==> src/scs_pkg.sv <==
// package for the system clock select and hf oscillator control block
// assumes byte-wide special registers on a plain strobe port, one clock
// Behaviour
// - source 00 selects divided hf oscillator
// - source 01 selects external oscillator input
// - source 10 selects scaled lf; 11 reserved
// - source register bits 7:2 read zero
// - reset selects the hf oscillator
// - hf path divides by 1, 2, 4, 8
// - hf divide resets to divide-by-8
// - writing suspend bit 5 suspends hf oscillator
// - suspended hf source holds core clock stopped
// - four wake events: two matches, comparator, timer
// - any wake event resumes normal clocking
// - core continues after the suspend write
// - seven-bit trim: zero fastest, ones slowest
// - trim resets to factory 24.5 MHz value
// - trim register bit 7 reads zero
// - control register field layout and resets
// - control bit 7 enables hf oscillator
// - on-the-fly switching, only to running source
package scs_pkg;

   // register addresses
   localparam logic [7:0] ADDR_SOURCE_SELECT = 8'ha9;
   localparam logic [7:0] ADDR_HF_CONTROL = 8'hb2;
   localparam logic [7:0] ADDR_HF_TRIM = 8'hb3;

   // source select field codes
   localparam logic [1:0] SRC_HF = 2'h0;
   localparam logic [1:0] SRC_EXT = 2'h1;
   localparam logic [1:0] SRC_LF = 2'h2;
   localparam logic [1:0] SRC_RESERVED = 2'h3;

   // divide select codes
   localparam logic [1:0] DIV_BY_8 = 2'h0;
   localparam logic [1:0] DIV_BY_4 = 2'h1;
   localparam logic [1:0] DIV_BY_2 = 2'h2;
   localparam logic [1:0] DIV_BY_1 = 2'h3;

   // control register bit positions
   localparam int CTL_ENABLE_BIT = 7;
   localparam int CTL_READY_BIT = 6;
   localparam int CTL_SUSPEND_BIT = 5;
   localparam int CTL_SYNC_BIT = 4;
   localparam int CTL_DIV_LSB = 0;

   // values after reset
   localparam logic [1:0] RST_SOURCE = SRC_HF;
   localparam logic [1:0] RST_DIVIDE = DIV_BY_8;
   localparam logic RST_ENABLE = 1'b1;
   localparam logic RST_SUSPEND = 1'b0;
   localparam logic [7:0] RST_READ_DATA = 8'h00;
   localparam logic [2:0] RST_DIV_COUNT = 3'h0;

   // register bus request from the core
   typedef struct packed {
      logic [7:0] addr;
      logic [7:0] wdata;
      logic wr;
      logic rd;
   } scs_bus_req_t;

   // wake sources from the peripherals
   typedef struct packed {
      logic port0Match;
      logic port1Match;
      logic cmp0Enabled;
      logic cmp0Output;
      logic timer3Overflow;
   } scs_wake_t;

   // suspend sequencing
   typedef enum logic [2:0] {
      SUSP_RUN = 3'h1,
      SUSP_WAIT = 3'h2,
      SUSP_HALT = 3'h4
   } scs_susp_t;

endpackage

==> src/scs_clock_control.sv <==
// system clock source select, hf oscillator trim, divide and suspend
// assumes oscillator outputs arrive as asynchronous levels oversampled
// by clk_sys, and wake sources are logic on clk_sys
//
// The address-and-strobe port is this design's own decision.
`timescale 1ns/1ps
`default_nettype none
module scs_clock_control #(
   // factory trim for the 24.5 MHz point; per part, plain default here
   parameter logic [6:0] HF_TRIM_FACTORY = 7'h40
) (
   // clock and reset
   input wire logic clk_sys,
   input wire logic sys_rst,
   // register port
   input wire scs_pkg::scs_bus_req_t busReq,
   output logic [7:0] readData,
   // oscillator levels
   input wire logic hfOscLevel,
   input wire logic extOscLevel,
   input wire logic lfOscLevel,
   // lf scaling from the lf control register
   input wire logic [1:0] lfDivideSelect,
   // wake sources
   input wire scs_pkg::scs_wake_t wakeIn,
   // to the analog hf oscillator
   output logic hfOscEnable,
   output logic hfOscSuspend,
   output logic [6:0] hfPeriodTrim,
   // derived clock and status
   output logic coreClock,
   output logic coreClockStopped,
   output logic [1:0] activeSource
);

   // software-visible state
   logic [1:0] sourceField; // requested system clock source
   logic [6:0] trimField; // hf period trim
   logic enableBit; // hf oscillator enable
   logic suspendBit; // hf suspend request
   logic [1:0] hfDivide; // hf post-divide code
   scs_pkg::scs_susp_t suspState; // suspend sequence

   // synchronisers for the oscillator levels
   logic hfMeta;
   logic hfSync;
   logic extMeta;
   logic extSync;
   logic lfMeta;
   logic lfSync;

   // address decode
   logic hitSource;
   logic hitControl;
   logic hitTrim;
   logic wrSource;
   logic wrControl;
   logic wrTrim;

   // derived terms
   logic wakeEvent;
   logic readyFlag;
   logic syncFlag;
   logic hfGated;
   logic hfDivided;
   logic lfDivided;
   logic stopReq;
   logic muxStopped;
   logic [1:0] muxActive;
   logic legalSource;
   logic [7:0] sourceRead;
   logic [7:0] controlRead;
   logic [7:0] trimRead;

   // next values
   logic [1:0] next_sourceField;
   logic [6:0] next_trimField;
   logic next_enableBit;
   logic next_suspendBit;
   logic [1:0] next_hfDivide;
   logic [7:0] next_readData;
   scs_pkg::scs_susp_t next_suspState;

   // two-flop synchronisers; only the second stage is read
   always_ff @(posedge clk_sys or posedge sys_rst) begin
      if (sys_rst) begin
         hfMeta <= 1'b0;
         hfSync <= 1'b0;
         extMeta <= 1'b0;
         extSync <= 1'b0;
         lfMeta <= 1'b0;
         lfSync <= 1'b0;
      end else begin
         hfMeta <= hfOscLevel;
         hfSync <= hfMeta;
         extMeta <= extOscLevel;
         extSync <= extMeta;
         lfMeta <= lfOscLevel;
         lfSync <= lfMeta;
      end
   end

   // register decode
   assign hitSource = (busReq.addr == scs_pkg::ADDR_SOURCE_SELECT);
   assign hitControl = (busReq.addr == scs_pkg::ADDR_HF_CONTROL);
   assign hitTrim = (busReq.addr == scs_pkg::ADDR_HF_TRIM);
   assign wrSource = busReq.wr && hitSource;
   assign wrControl = busReq.wr && hitControl;
   assign wrTrim = busReq.wr && hitTrim;

   // reserved code 11 is refused so the field always names a real source
   assign legalSource = (busReq.wdata[1:0] != scs_pkg::SRC_RESERVED);
   // only bits 1:0 are stored; the rest never reach a flop
   assign next_sourceField = (wrSource && legalSource) ?
      busReq.wdata[1:0] : sourceField;

   // trim keeps bits 6:0; bit 7 written is dropped
   assign next_trimField = wrTrim ? busReq.wdata[6:0] : trimField;

   // control register writable fields
   assign next_enableBit = wrControl ?
      busReq.wdata[scs_pkg::CTL_ENABLE_BIT] : enableBit;
   assign next_hfDivide = wrControl ?
      busReq.wdata[scs_pkg::CTL_DIV_LSB +: 2] : hfDivide;

   // any of four wake sources ends a suspend
   assign wakeEvent = wakeIn.port0Match | wakeIn.port1Match |
      (wakeIn.cmp0Enabled & ~wakeIn.cmp0Output) |
      wakeIn.timer3Overflow;

   // wake wins over a suspend write landing in the same cycle,
   // so the core can never sleep past an event it already raised
   assign next_suspendBit = wakeEvent ? 1'b0 :
      (wrControl ? busReq.wdata[scs_pkg::CTL_SUSPEND_BIT] :
       suspendBit);

   // status flags
   assign readyFlag = enableBit & ~suspendBit;
   assign syncFlag = (suspState == scs_pkg::SUSP_WAIT);

   // read images
   assign sourceRead = {6'h00, sourceField};
   assign trimRead = {1'b0, trimField};
   assign controlRead = {enableBit, readyFlag, suspendBit, syncFlag,
                         2'h0, hfDivide};

   // read mux; unmapped addresses answer zero
   assign next_readData = !busReq.rd ? scs_pkg::RST_READ_DATA :
      hitSource ? sourceRead :
      hitControl ? controlRead :
      hitTrim ? trimRead :
      scs_pkg::RST_READ_DATA;

   // register flops
   always_ff @(posedge clk_sys or posedge sys_rst) begin
      if (sys_rst) begin
         sourceField <= scs_pkg::RST_SOURCE;
         trimField <= HF_TRIM_FACTORY;
         enableBit <= scs_pkg::RST_ENABLE;
         suspendBit <= scs_pkg::RST_SUSPEND;
         hfDivide <= scs_pkg::RST_DIVIDE;
         readData <= scs_pkg::RST_READ_DATA;
      end else begin
         sourceField <= next_sourceField;
         trimField <= next_trimField;
         enableBit <= next_enableBit;
         suspendBit <= next_suspendBit;
         hfDivide <= next_divideOrKeep(next_hfDivide);
         readData <= next_readData;
      end
   end

   // identity pass kept as a hook for ratio qualification
   function automatic logic [1:0] next_divideOrKeep(input logic [1:0] d);
      next_divideOrKeep = d;
   endfunction

   // suspend sequence: wait for the gate to close, then halt
   always_comb begin
      next_suspState = suspState;
      case (suspState)
         scs_pkg::SUSP_RUN: begin
            if (stopReq) begin
               next_suspState = scs_pkg::SUSP_WAIT;
            end
         end
         scs_pkg::SUSP_WAIT: begin
            if (!suspendBit) begin
               next_suspState = scs_pkg::SUSP_RUN;
            end else if (muxStopped) begin
               next_suspState = scs_pkg::SUSP_HALT;
            end
         end
         scs_pkg::SUSP_HALT: begin
            // clock resumes where it stopped: the core simply
            // carries on past the suspend write
            if (!muxStopped) begin
               next_suspState = scs_pkg::SUSP_RUN;
            end
         end
         default: begin
            next_suspState = scs_pkg::SUSP_RUN;
         end
      endcase
   end

   // suspend state flop
   always_ff @(posedge clk_sys or posedge sys_rst) begin
      if (sys_rst) begin
         suspState <= scs_pkg::SUSP_RUN;
      end else begin
         suspState <= next_suspState;
      end
   end

   // a disabled oscillator produces no edges; suspend is left to the
   // stop gate, as dropping the level here would cut a high phase short
   // and could freeze a divided level high so the gate never closes
   assign hfGated = hfSync & enableBit;
   // suspend stops the core only while hf is the live source
   assign stopReq = suspendBit && (muxActive == scs_pkg::SRC_HF);

   // hf post-divider
   scs_divider hfDiv (
      .clk_sys(clk_sys),
      .sys_rst(sys_rst),
      .srcLevel(hfGated),
      .divSelect(hfDivide),
      .divClock(hfDivided)
   );

   // lf post-scaler, same ratio coding as the hf path
   scs_divider lfDiv (
      .clk_sys(clk_sys),
      .sys_rst(sys_rst),
      .srcLevel(lfSync),
      .divSelect(lfDivideSelect),
      .divClock(lfDivided)
   );

   // source selector; software must pick a running source or the
   // switch waits forever for the new level to be seen falling
   scs_clock_mux srcMux (
      .clk_sys(clk_sys),
      .sys_rst(sys_rst),
      .hfLevel(hfDivided),
      .extLevel(extSync),
      .lfLevel(lfDivided),
      .reqSel(sourceField),
      .stopReq(stopReq),
      .muxClock(coreClock),
      .activeSel(muxActive),
      .stopped(muxStopped)
   );

   // outputs to the analog oscillator and status
   assign hfOscEnable = enableBit;
   assign hfOscSuspend = suspendBit;
   // larger code lengthens the period, zero is fastest
   assign hfPeriodTrim = trimField;
   assign coreClockStopped = muxStopped;
   assign activeSource = muxActive;

endmodule
`default_nettype wire

==> src/scs_clock_mux.sv <==
// glitch-free three-way clock level selector with a stop gate
// assumes all levels are synchronised to clk_sys
`timescale 1ns/1ps
`default_nettype none
module scs_clock_mux (
   // clock and reset
   input wire logic clk_sys,
   input wire logic sys_rst,
   // candidate levels indexed by source code
   input wire logic hfLevel,
   input wire logic extLevel,
   input wire logic lfLevel,
   // control
   input wire logic [1:0] reqSel,
   input wire logic stopReq,
   // result
   output logic muxClock,
   output logic [1:0] activeSel,
   output logic stopped
);

   logic curLevel;
   logic reqLevel;
   logic canSwitch;
   logic holdStop;
   logic prevHf; // source levels one cycle back
   logic prevExt;
   logic prevLf;
   logic reqFell; // requested source has just fallen
   logic [1:0] next_activeSel;
   logic next_stopped;
   logic next_muxClock;

   // level of a given source code
   function automatic logic levelOf(input logic [1:0] code,
                                    input logic hf,
                                    input logic ext,
                                    input logic lf);
      case (code)
         scs_pkg::SRC_HF: levelOf = hf;
         scs_pkg::SRC_EXT: levelOf = ext;
         scs_pkg::SRC_LF: levelOf = lf;
         default: levelOf = 1'b0;
      endcase
   endfunction

   assign curLevel = levelOf(activeSel, hfLevel, extLevel, lfLevel);
   assign reqLevel = levelOf(reqSel, hfLevel, extLevel, lfLevel);
   // a fresh fall of the new source means a whole low phase lies ahead;
   // switching on a bare low level could leave a runt low of one cycle
   assign reqFell = levelOf(reqSel, prevHf, prevExt, prevLf) && !reqLevel;
   // switch only at that fall, while the output already sits low
   assign canSwitch = (reqSel != activeSel) && !muxClock && reqFell;
   assign next_activeSel = canSwitch ? reqSel : activeSel;
   // stop engages in a low phase, releases only with the source low
   assign holdStop = muxClock || (stopped && curLevel);
   assign next_stopped = holdStop ? stopped : stopReq;
   assign next_muxClock = next_stopped ? 1'b0 :
      levelOf(next_activeSel, hfLevel, extLevel, lfLevel);

   // selection and output flops
   always_ff @(posedge clk_sys or posedge sys_rst) begin
      if (sys_rst) begin
         activeSel <= scs_pkg::RST_SOURCE;
         stopped <= 1'b0;
         muxClock <= 1'b0;
         prevHf <= 1'b0;
         prevExt <= 1'b0;
         prevLf <= 1'b0;
      end else begin
         prevHf <= hfLevel;
         prevExt <= extLevel;
         prevLf <= lfLevel;
         activeSel <= next_activeSel;
         stopped <= next_stopped;
         muxClock <= next_muxClock;
      end
   end

endmodule
`default_nettype wire

==> src/scs_divider.sv <==
// post-divider for an oversampled oscillator level
// assumes srcLevel is already synchronised to clk_sys
`timescale 1ns/1ps
`default_nettype none
module scs_divider (
   // clock and reset
   input wire logic clk_sys,
   input wire logic sys_rst,
   // source and ratio
   input wire logic srcLevel,
   input wire logic [1:0] divSelect,
   // divided level
   output logic divClock
);

   logic prevLevel; // last sampled source level
   logic [2:0] divCount; // rising edges seen
   logic [1:0] activeDiv; // ratio in force
   logic riseSeen;
   logic ratioSwap;
   logic [2:0] next_divCount;
   logic [1:0] next_activeDiv;
   logic next_divClock;

   // pick the tap for a ratio code
   function automatic logic pickTap(input logic [1:0] code,
                                    input logic lvl,
                                    input logic [2:0] cnt);
      case (code)
         scs_pkg::DIV_BY_1: pickTap = lvl;
         scs_pkg::DIV_BY_2: pickTap = cnt[0];
         scs_pkg::DIV_BY_4: pickTap = cnt[1];
         default: pickTap = cnt[2];
      endcase
   endfunction

   assign riseSeen = srcLevel & ~prevLevel;
   // at count zero with source low every tap is low, so no runt pulse
   assign ratioSwap = (divSelect != activeDiv) &&
                      (divCount == scs_pkg::RST_DIV_COUNT) && !srcLevel;
   assign next_divCount = riseSeen ? divCount + 3'h1 : divCount;
   assign next_activeDiv = ratioSwap ? divSelect : activeDiv;
   assign next_divClock = pickTap(activeDiv, srcLevel, divCount);

   // counter, ratio and output flops
   always_ff @(posedge clk_sys or posedge sys_rst) begin
      if (sys_rst) begin
         prevLevel <= 1'b0;
         divCount <= scs_pkg::RST_DIV_COUNT;
         activeDiv <= scs_pkg::RST_DIVIDE;
         divClock <= 1'b0;
      end else begin
         prevLevel <= srcLevel;
         divCount <= next_divCount;
         activeDiv <= next_activeDiv;
         divClock <= next_divClock;
      end
   end

endmodule
`default_nettype wire

==> config.mk <==
export PLATFORM = sky130hd
export DESIGN_NAME = scs_clock_control
export DESIGN_NICKNAME = d
export VERILOG_FILES = /design/src/scs_pkg.sv /design/src/scs_clock_control.sv /design/src/scs_clock_mux.sv /design/src/scs_divider.sv
export SDC_FILE = /design/constraint.sdc
export NUM_CORES = 1
export LEC_CHECK = 0
export BUFFER_PORTS_ARGS = -buffer_cell sky130_fd_sc_hd__buf_2
export CORE_ASPECT_RATIO = 0.6
export CORE_MARGIN = 2
export CORE_UTILIZATION = 45
export CTS_CLUSTER_DIAMETER = 30
export DETAILED_ROUTE_END_ITERATION = 6
export PLACE_DENSITY = 0.69
export SYNTH_ARGS = -nofsm -noshare
export SYNTH_HDL_FRONTEND = slang
export SYNTH_SLANG_ARGS = --single-unit
==> constraint.sdc <==
create_clock -name clk_sys -period 4.2 [get_ports clk_sys]
set_input_delay 0.21 -clock clk_sys [delete_from_list [all_inputs] [get_ports clk_sys]]
set_output_delay 0.21 -clock clk_sys [all_outputs]
set_load 0.05 [all_outputs]
After elaboration in Yosys (flattened, before gate mapping)
Cells that the tools add are included.

Bits in registers: 51. Input bits: 30. Output and inout bits: 21. Word-level logic and storage cells: 111.

Add/subtract/negate cells: 2. Equality and inequality tests: 25. Multiplexer cells: 20. Bitwise gates (word level): 12. Reduce and logical (&&, ||, !) cells: 25.

Operators by type and width (number): equality test 8 bit, second input constant (3); two-way mux 8 bit (3); case mux 1 bit (3 select lines) (6); equality test 2 bit, second input constant (7); logical AND 1 bit (13); two-way mux 3 bit (4); equality test 2 x 1 -> 1 bit, second input constant (5); case mux 3 bit (3 select lines) (1); two-way mux 7 bit (1); adder 3 x 1 -> 3 bit, second input constant (2); zero test 2 bit (3); zero test 3 bit (2); inequality test 2 bit (3); AND 1 bit (5); zero test 1 bit (4); two-way mux 1 bit (4); inequality test 2 bit, second input constant (2); inverter 1 bit (4); equality test 3 x 1 -> 1 bit, second input constant (1); equality test 3 x 2 -> 1 bit, second input constant (1); equality test 3 bit, second input constant (1); inequality test 3 x 2 -> 1 bit, second input constant (1); OR 1 bit (3); AND reduction 3 bit (1); 4 further kinds (4).

Logic depth before layout (Yosys ltp)
Gate-level depths: netlist of run 1.

Depth in word-level cells: 9. Mapped depth: 5. Depth with buffers taken out: 5.

Cells and area by module
A second synthesis of run 1 with hierarchy kept.

Cells, all modules: 174. Area, all modules: 2257.2 um^2.

Modules (own cells, without submodules): scs_clock_control (instances 1, cells each 101, area each 1307.5 um^2, sequential area each 754.5 um^2); scs_divider (instances 2, cells each 21, area each 311.5 um^2, sequential area each 175.2 um^2); scs_clock_mux (instances 1, cells each 31, area each 326.6 um^2, sequential area each 175.2 um^2).

Worst setup path before layout of run 1
Ideal clock, no wire load.

Path kind: register -> register. Start: register sourceField[0]. End: register srcMux.muxClock. Setup time: 0.094 ns. Data arrival time: 1.578 ns. Required time: 4.106 ns. Slack: 2.528 ns. Cell stages (with the launch flop): 6. Buffers on the path: 0. Period minus slack after synthesis: 1.672 ns. Cell sequence: dfrtp_1 -> or3b_1 -> a211o_1 -> a22o_1 -> o21ba_1 -> a221oi_2.

Cells in the longest elaborated chain, start to end: 9. Elaborated cells on any way between the ends: 16. Those cells by class: eq/ne: 5; mux: 5; reduce/logical: 6.

RTL lines: start: declaration (line scs_clock_control.sv:37) `logic [1:0] sourceField;`; start signal: assignment (line scs_clock_control.sv:157) `sourceField <= scs_pkg::RST_SOURCE;`; start signal: assignment (line scs_clock_control.sv:164) `sourceField <= next_sourceField;`; equality test 2 bit (tied with other cells) (line scs_clock_mux.sv:39) `case (code)`; case mux 1 bit (3 select lines) (line scs_clock_mux.sv:39); zero test 1 bit (line scs_clock_mux.sv:51) `assign reqFell = levelOf(reqSel, prevHf, prevExt, prevLf) && !reqLevel;`; logical AND 1 bit (line scs_clock_mux.sv:51); logical AND 1 bit (line scs_clock_mux.sv:53) `assign canSwitch = (reqSel != activeSel) && !muxClock && reqFell;`; two-way mux 2 bit (*) (line scs_clock_mux.sv:54) `assign next_activeSel = canSwitch ? reqSel : activeSel;`; equality test 2 bit (tied with other cells) (line scs_clock_mux.sv:39); case mux 1 bit (3 select lines) (*) (line scs_clock_mux.sv:39); two-way mux 1 bit (*) (line scs_clock_mux.sv:58) `assign next_muxClock = next_stopped ? 1'b0 :`; via srcMux.next_muxClock (line scs_clock_mux.sv:32) `logic next_muxClock;`; end signal: assignment (line scs_clock_mux.sv:76) `muxClock <= next_muxClock;`; end: declaration (line scs_clock_mux.sv:17) `output logic muxClock,`.

The timed path passes the listed nets; every way through them passes the cells marked *. A chain may end at the register's enable or synchronous reset.

Worst setup path after layout of run 1
Ends and elaborated chain as after synthesis.

==> results of run 1 <==
==> registers in the layout (all words and copies together), names as in the netlist, 2 cells and up <==
signal	flops
hfDiv.divCount	3
suspState	3
hfPeriodTrim	7
lfDiv.divCount	3
sourceField	2
lfDiv.activeDiv	2
srcMux.activeSel	2
readData	8
hfDiv.activeDiv	2
hfDivide	2
==> critical path: stages, from the launching register on <==
cell,delay (ns)
sky130_fd_sc_hd__dfrtp_1,0.44
sky130_fd_sc_hd__or3b_1,0.41
sky130_fd_sc_hd__a211o_1,0.24
sky130_fd_sc_hd__a22o_1,0.23
sky130_fd_sc_hd__o21ba_1,0.19
sky130_fd_sc_hd__a221oi_2,0.21
==> cell usage in the layout, fill, tap and decap left out, types with 3 or more instances in the layout <==
cell	count
sky130_fd_sc_hd__buf_2	50
sky130_fd_sc_hd__nand3_1	3
sky130_fd_sc_hd__nor3b_1	4
sky130_fd_sc_hd__mux2_2	16
sky130_fd_sc_hd__dfstp_2	3
sky130_fd_sc_hd__dfrtp_1	48
sky130_fd_sc_hd__nor2_1	12
sky130_fd_sc_hd__xnor2_1	4
sky130_fd_sc_hd__a21oi_1	7
sky130_fd_sc_hd__nand3b_1	5
sky130_fd_sc_hd__nor2b_1	3
sky130_fd_sc_hd__mux2i_1	3
sky130_fd_sc_hd__a31oi_1	3
sky130_fd_sc_hd__clkbuf_8	5
sky130_fd_sc_hd__o21ai_0	6
sky130_fd_sc_hd__nand2_1	10
sky130_fd_sc_hd__ha_1	4
sky130_fd_sc_hd__inv_1	11
==> timing repair <==
item	in CTS	in global routing
endpoints found under the hold margin	0	1
buffers inserted	0	0
hold buffers	0	1
==> per-layer routing <==
metal	global-route usage	vias to the layer above	routed length, µm
met4	0.0448	0	25
met3	0.0449	4	225
met2	0.219	36	1500
met5	0	-	0
li1	-	695	-
met1	0.262	673	2040
==> kinds of logic after synthesis <==
| logic type | after synthesis | share of synthesized area |
|---|---|---|
| mux | 21 | 0.121 |
| compound gates | 24 | 0.0745 |
| xor+xnor | 4 | 0.0166 |
| buf+inv | 13 | 0.0231 |
| fa+ha+maj | 4 | 0.0237 |
| flops | 51 | 0.605 |
| simple gates | 51 | 0.137 |
==> cells in the mapped netlist, drive strengths merged <==
cell type	number
a211o	1
a21oi	7
a221oi	1
a22o	1
a22oi	2
a2bb2oi	1
a31oi	3
and2	1
and2b	1
and3	2
clkbuf	1
dfrtp	48
dfstp	3
ha	4
inv	12
mux2	16
mux2i	3
mux4	2
nand2	10
nand2b	2
nand3	3
nand3b	5
nand4bb	2
nor2	12
nor2b	3
nor3	2
nor3b	4
nor4b	1
o21a	1
o21ai	6
o21ba	1
or2	1
or2b	1
or3b	1
xnor2	4
==> power by group through the flow <==
stage	logic (W)	clock network, W	registers (W)
2_1_floorplan	0.000149	0	0.000662
3_3_place_gp	0.000251	0	0.000625
3_5_place_dp	0.000255	0	0.000625
4_1_cts	0.000255	0.000276	0.000616
5_1_grt	0.000282	0.000296	0.000626
6_report	0.000254	0.000264	0.000616
==> final timing paths <==
path | startpoint | end | slack [ns] | cells after the start
min in group asynchronous | sys_rst | lfSync | 0.16 | 2
worst max-delay path | sourceField[0] | srcMux.muxClock | 2.39 | 5
worst min register to register | extMeta | extSync | 0.35 | 0
max in group asynchronous | sys_rst | hfOscSuspend | 3.41 | 2
worst min-delay path | lfOscLevel | lfMeta | 0.02 | 1
worst max register to register | sourceField[0] | srcMux.muxClock | 2.39 | 5
==> layout make-up <==
cell class,instances,share of cell area
clock inverters,1,0.00198
clock buffers,7,0.0301
inverters,12,0.0178
repair buffers,51,0.103
well taps,63,0.0311
flip-flops and latches,51,0.505
multi-input cells,104,0.311
==> per-stage QoR <==
| step | utilization | std cells | total power (W) |
|---|---|---|---|
| after floorplan | - | 168 | 0.000811 |
| after global placement | 0.538 | 280 | 0.000876 |
| after detailed placement | 0.538 | 280 | 0.000880 |
| after CTS | 0.556 | 288 | 0.00115 |
| after global routing | 0.558 | 289 | 0.00120 |
| final | 0.558 | 289 | 0.00113 |
==> impl_metrics.json, run 1 <==
{
  "result_of_the_run": "completed",
  "largest_net_degree_at_the_start_of_global_routing": 52,
  "worst-path-max-fanout": 6,
  "rsz0062_at_grt": "false",
  "layout.filler_cells": 411,
  "cp.required_ns": 4.41,
  "final_nets": 259,
  "setup_tns_ns": 0,
  "period_utilisation_layout": 0.431,
  "yosys.area.top_type": "sky130_fd_sc_hd__dfrtp_1",
  "synthesis.instances": 168,
  "cts_max_level": 2,
  "min_period_ns": 1.81,
  "dieArea_mm2": 0.00528,
  "ys_seq_area_frac": 0.605,
  "clock_sinks": 51,
  "path_clk_slew_ns": 0.08,
  "drt_pre_antenna_iters": 4,
  "layout-area-overhead-vs-synth_pct": 19.7,
  "number_of_antenna_violations_at_the_first_check_in_global_routing": 0,
  "layout_setup_ws_ns": 2.39,
  "first_global_vias": 1406,
  "grt_overflow_total": 0,
  "drt-initial-drc-count": 62,
  "finalInstanceArea_mm2": 0.00253,
  "timing_max_transition_violations_final": 0,
  "via_per_inst": 4.87,
  "area_inside_the_core_boundary_mm2": 0.00454,
  "power_density_mw_per_mm2": 448,
  "root_buffer": "sky130_fd_sc_hd__clkbuf_8",
  "groute.usage.overall": 0.164,
  "timing.fmax_mhz": 552,
  "multiInputGateArea_um2": 787,
  "max-clock-path-buffers": 2,
  "numPortBuffers": 50,
  "synth_fp_nets": 202,
  "static_leakage_nw": 1.27,
  "pre_cts_ws_ns": 2.43,
  "net-switching-power_w": 0.000344,
  "avgRoutedWirePerCell_um": 13.1,
  "final.setup_skew_ns": 0.00478,
  "dp.final_hpwl_um": 2810,
  "count_of_pins_on_the_block_boundary": 51,
  "placement_rows": 19,
  "postSynthRegisterBits": 51,
  "die_width_um": 92.5,
  "pwr-share-clk": 0.232,
  "die_h_um": 57.1,
  "post_synth.cell_area_avg_um2": 12.6,
  "detailroute.via_count": 1408,
  "power_report.internal_total_w": 0.000790,
  "finalWirelength_um": 3790,
  "post_dp_cell_area_mm2": 0.00244,
  "drc": 0,
  "replace_congestion": 0.753,
  "power.ir.vdd_worst_mv": 0.201,
  "start_util": 0.466,
  "timing_hold_violations_final": 0,
  "power.switching_fraction": 0.303,
  "critical_path.startpoint_type": "flop",
  "layout-drive-gt1-share": 0.363,
  "finalSetupViolCount": 0,
  "netlist_area_mm2": 0.00212,
  "num_antenna_cells": 0,
  "relSlewSlack": 0.318,
  "yosysUniqueCellTypes": 35,
  "clock_latency_ns": 0.29,
  "actual_transition_at_the_worst_max_transition_pin_ns": 1.02,
  "area_taken_by_flip_flops_and_latches_mm2": 0.00128,
  "cap_viol_max_count": 0,
  "top_area_cells_in_the_synthesized_netlist": "sky130_fd_sc_hd__dfrtp_1, sky130_fd_sc_hd__mux2_2, sky130_fd_sc_hd__dfstp_2",
  "final.hold.worst_slack_ns": 0.0178,
  "crit_path_end_kind": "flop",
  "cts_buffers": 5,
  "p_seq_frac": 0.544,
  "netlist.area_leader.share": 0.568,
  "criticalPathCategory": "reg2reg",
  "comb_power_share": 0.224,
  "cts_resized": 0,
  "ys_warn_count": 0,
  "worst_hold_path_type": "in2reg",
  "grt_pass1_wl_um": 6660,
  "critical_path_arrival_ns": 2.02,
  "cts_tree": "built",
  "final_antenna_net_count": 0
}
Power figures use the tool's default switching activity.
==> inputs of run 2 (changes only) <==
--- a/config.mk
+++ b/config.mk
@@ -5,6 +5,7 @@
 export SDC_FILE = /design/constraint.sdc
 export NUM_CORES = 1
 export LEC_CHECK = 0
+export ABC_AREA = 1
 export BUFFER_PORTS_ARGS = -buffer_cell sky130_fd_sc_hd__buf_2
 export CORE_ASPECT_RATIO = 0.6
 export CORE_MARGIN = 2
==> constraint.sdc (replaced) <==
create_clock -name clk_sys -period 1.7 [get_ports clk_sys]
set_input_delay 0.085 -clock clk_sys [delete_from_list [all_inputs] [get_ports clk_sys]]
set_output_delay 0.085 -clock clk_sys [all_outputs]
set_load 0.05 [all_outputs]
==> impl_metrics.json, run 2 <==
{
  "top_area_cells_in_the_synthesized_netlist": "sky130_fd_sc_hd__dfrtp_1, sky130_fd_sc_hd__inv_1, sky130_fd_sc_hd__nand2_1",
  "cap_viol_max_count": 0,
  "final.setup_skew_ns": 0.00473,
  "timing_max_transition_violations_final": 0,
  "ys_warn_count": 0,
  "layout-area-overhead-vs-synth_pct": 24.5,
  "start_util": 0.474,
  "detailroute.via_count": 1681,
  "first_global_vias": 1574,
  "layout.cells.most_common": "sky130_fd_sc_hd__buf_2",
  "async_reset_ff_frac": 1.00,
  "dp.final_hpwl_um": 3140,
  "setup_tns_ns": 0,
  "cts_tree": "built",
  "power.ir.vdd_worst_mv": 0.867,
  "postSynthRegisterBits": 51,
  "cts_buffers": 5,
  "crit_path_max_incr_delay_ns": 0.52,
  "number_of_antenna_violations_at_the_first_check_in_global_routing": 0,
  "result_of_the_run": "completed",
  "reg2reg_setup_slack_ns": 0.30,
  "min_period_ns": 1.40,
  "drc": 0,
  "dieArea_mm2": 0.00548,
  "num_antenna_cells": 0,
  "path_clk_slew_ns": 0.09,
  "netlist_area_mm2": 0.00220,
  "final_antenna_net_count": 0,
  "cp.required_ns": 1.89,
  "yosysUniqueCellTypes": 31,
  "finalWirelength_um": 4260,
  "die_width_um": 94.2,
  "layout-drive-gt1-share": 0.268,
  "via_per_inst": 4.70,
  "period_utilisation_layout": 0.826,
  "netlist.area_leader.share": 0.546,
  "grt_pass1_wl_um": 7070,
  "largest_net_degree_at_the_start_of_global_routing": 52,
  "groute.usage.overall": 0.167,
  "timing.critical_path.mode_cell": "sky130_fd_sc_hd__inv_1",
  "yosys.area.top_type": "sky130_fd_sc_hd__dfrtp_1",
  "grt_overflow_total": 0,
  "pre_cts_ws_ns": 0.325,
  "crit_path_top_delay_cell": "sky130_fd_sc_hd__dfstp_2",
  "root_buffer": "sky130_fd_sc_hd__clkbuf_8",
  "post_synth.cell_area_avg_um2": 9.60,
  "timing_hold_violations_final": 0,
  "count_of_pins_on_the_block_boundary": 51,
  "worst-path-max-fanout": 4,
  "post_dp_cell_area_mm2": 0.00254,
  "replace_congestion": 0.819,
  "drt_pre_antenna_iters": 4,
  "timing.fmax_mhz": 712,
  "critical_path_arrival_ns": 1.59,
  "actual_transition_at_the_worst_max_transition_pin_ns": 0.338,
  "synth_edf_count": 0,
  "synth_ff_type": "sky130_fd_sc_hd__dfrtp_1",
  "critical_path.startpoint_type": "flop",
  "total_power_w": 0.00340,
  "area_inside_the_core_boundary_mm2": 0.00464,
  "placement_rows": 19,
  "numPortBuffers": 50,
  "avgRoutedWirePerCell_um": 11.9,
  "layout_setup_ws_ns": 0.296,
  "final_util": 0.591,
  "cts_max_level": 2,
  "synth_most_common_cell": "sky130_fd_sc_hd__dfrtp_1",
  "final_nets": 328,
  "number_of_flip_flops_under_the_largest_register_name": 8,
  "crit_path_end_kind": "flop",
  "ys_seq_area_frac": 0.582,
  "relSlewSlack": 0.769,
  "synthesis.instances": 229,
  "rsz0062_at_grt": "false",
  "finalSetupViolCount": 0,
  "criticalPathCategory": "reg2reg",
  "power_density_mw_per_mm2": 1240,
  "drt-initial-drc-count": 69,
  "timing.critical_path.cells": "inv_1 -> nor3_1 -> inv_1 -> or2_2 -> nand3_1 -> o21ai_0",
  "die_h_um": 58.1,
  "clock_latency_ns": 0.30,
  "synth_fp_nets": 263,
  "worst_hold_path_type": "in2reg",
  "largest-register": "readData",
  "static_leakage_nw": 1.45,
  "final_cell_mix": "sky130_fd_sc_hd__buf_2, sky130_fd_sc_hd__dfrtp_1, sky130_fd_sc_hd__inv_1, sky130_fd_sc_hd__nand2_1, sky130_fd_sc_hd__nor2_1",
  "finalInstanceArea_mm2": 0.00274,
  "max-clock-path-buffers": 2,
  "clock_sinks": 51,
  "synth.cells.most_frequent": "sky130_fd_sc_hd__dfrtp_1, sky130_fd_sc_hd__inv_1, sky130_fd_sc_hd__nand2_1, sky130_fd_sc_hd__nor2_1, sky130_fd_sc_hd__nand3_1"
}
-- run 2: cell types whose count changed after synthesis, moves of 5 or more --
cell,change
sky130_fd_sc_hd__inv_1,+30
sky130_fd_sc_hd__nand2_1,+25
sky130_fd_sc_hd__mux2_2,-14
sky130_fd_sc_hd__nand3_1,+9
sky130_fd_sc_hd__o21ai_1,+9
sky130_fd_sc_hd__nand3b_1,-5
sky130_fd_sc_hd__nand4_1,+5
sky130_fd_sc_hd__o21ai_0,+5
-- run 2: final cells by class --
cell class	count	area, µm²
clock buffers	6	82.6
clock inverters	2	35.0
fillers	418	1900
inverters	44	165
multi-input cells	133	746
flip-flops and latches	51	1280
well taps	63	78.8
repair buffers	59	350
-- run 2: critical path, delay by kind of cell (launching register included) --
kind,cells,cell delay (ns)
AND/OR/NAND/NOR,3,0.53
flip-flops,1,0.52
AO/OA/AOI/OAI,1,0.08
buffers and inverters,2,0.15
-- run 2: path summary, 6_finish.rpt --
kind | start | endpoint | depth (start not counted)
worst max-delay path | suspState[0] | suspState[1] | 6
worst min-delay path | lfDivideSelect[1] | lfDiv.activeDiv[1] | 2
worst max register to register | suspState[0] | suspState[1] | 6
worst min register to register | extMeta | extSync | 0
max in group asynchronous | sys_rst | suspState[0] | 4
min in group asynchronous | sys_rst | hfDiv.activeDiv[1] | 4
-- run 2: logic make-up after synthesis --
kind of cell / count (synthesis) / synth area share
AND/OR/NAND/NOR: 84 / 0.184
AO/OA/AOI/OAI: 39 / 0.106
adder cells (fa/ha/maj): 4 / 0.0228
flip-flops: 51 / 0.582
buffers and inverters: 45 / 0.0785
multiplexers: 2 / 0.0102
XOR/XNOR: 4 / 0.0159
-- run 2: per-layer routing --
| layer | vias up | wire (µm) | GRT usage |
|---|---|---|---|
| met5 | - | 0 | 0 |
| met2 | 46 | 1700 | 0.244 |
| met1 | 762 | 2240 | 0.251 |
| li1 | 868 | - | - |
| met3 | 5 | 274 | 0.0442 |
| met4 | 0 | 42 | 0.0435 |
-- run 2: what timing repair did --
item | CTS | global route
endpoints found under the setup margin | 0 | 0
gates resized for setup | 0 | 0
endpoints found under the hold margin | 55 | 0
hold buffers | 8 | 0
setup buffers | 0 | 0
-- run 2: through the flow --
step | instances | hold WS, ns
2_1_floorplan | 229 | 0.116
3_3_place_gp | 342 | 0.148
3_5_place_dp | 342 | 0.152
4_1_cts | 358 | 0.000689
5_1_grt | 358 | 0.000385
6_report | 358 | 0.00900
-- run 2: report_power, final --
part	internal [W]	total (W)	switching, W	leakage, nW
clock network	0.000477	0.000869	0.000392	0.0612
logic	0.000328	0.000874	0.000546	0.770
registers	0.00147	0.00166	0.000186	0.621
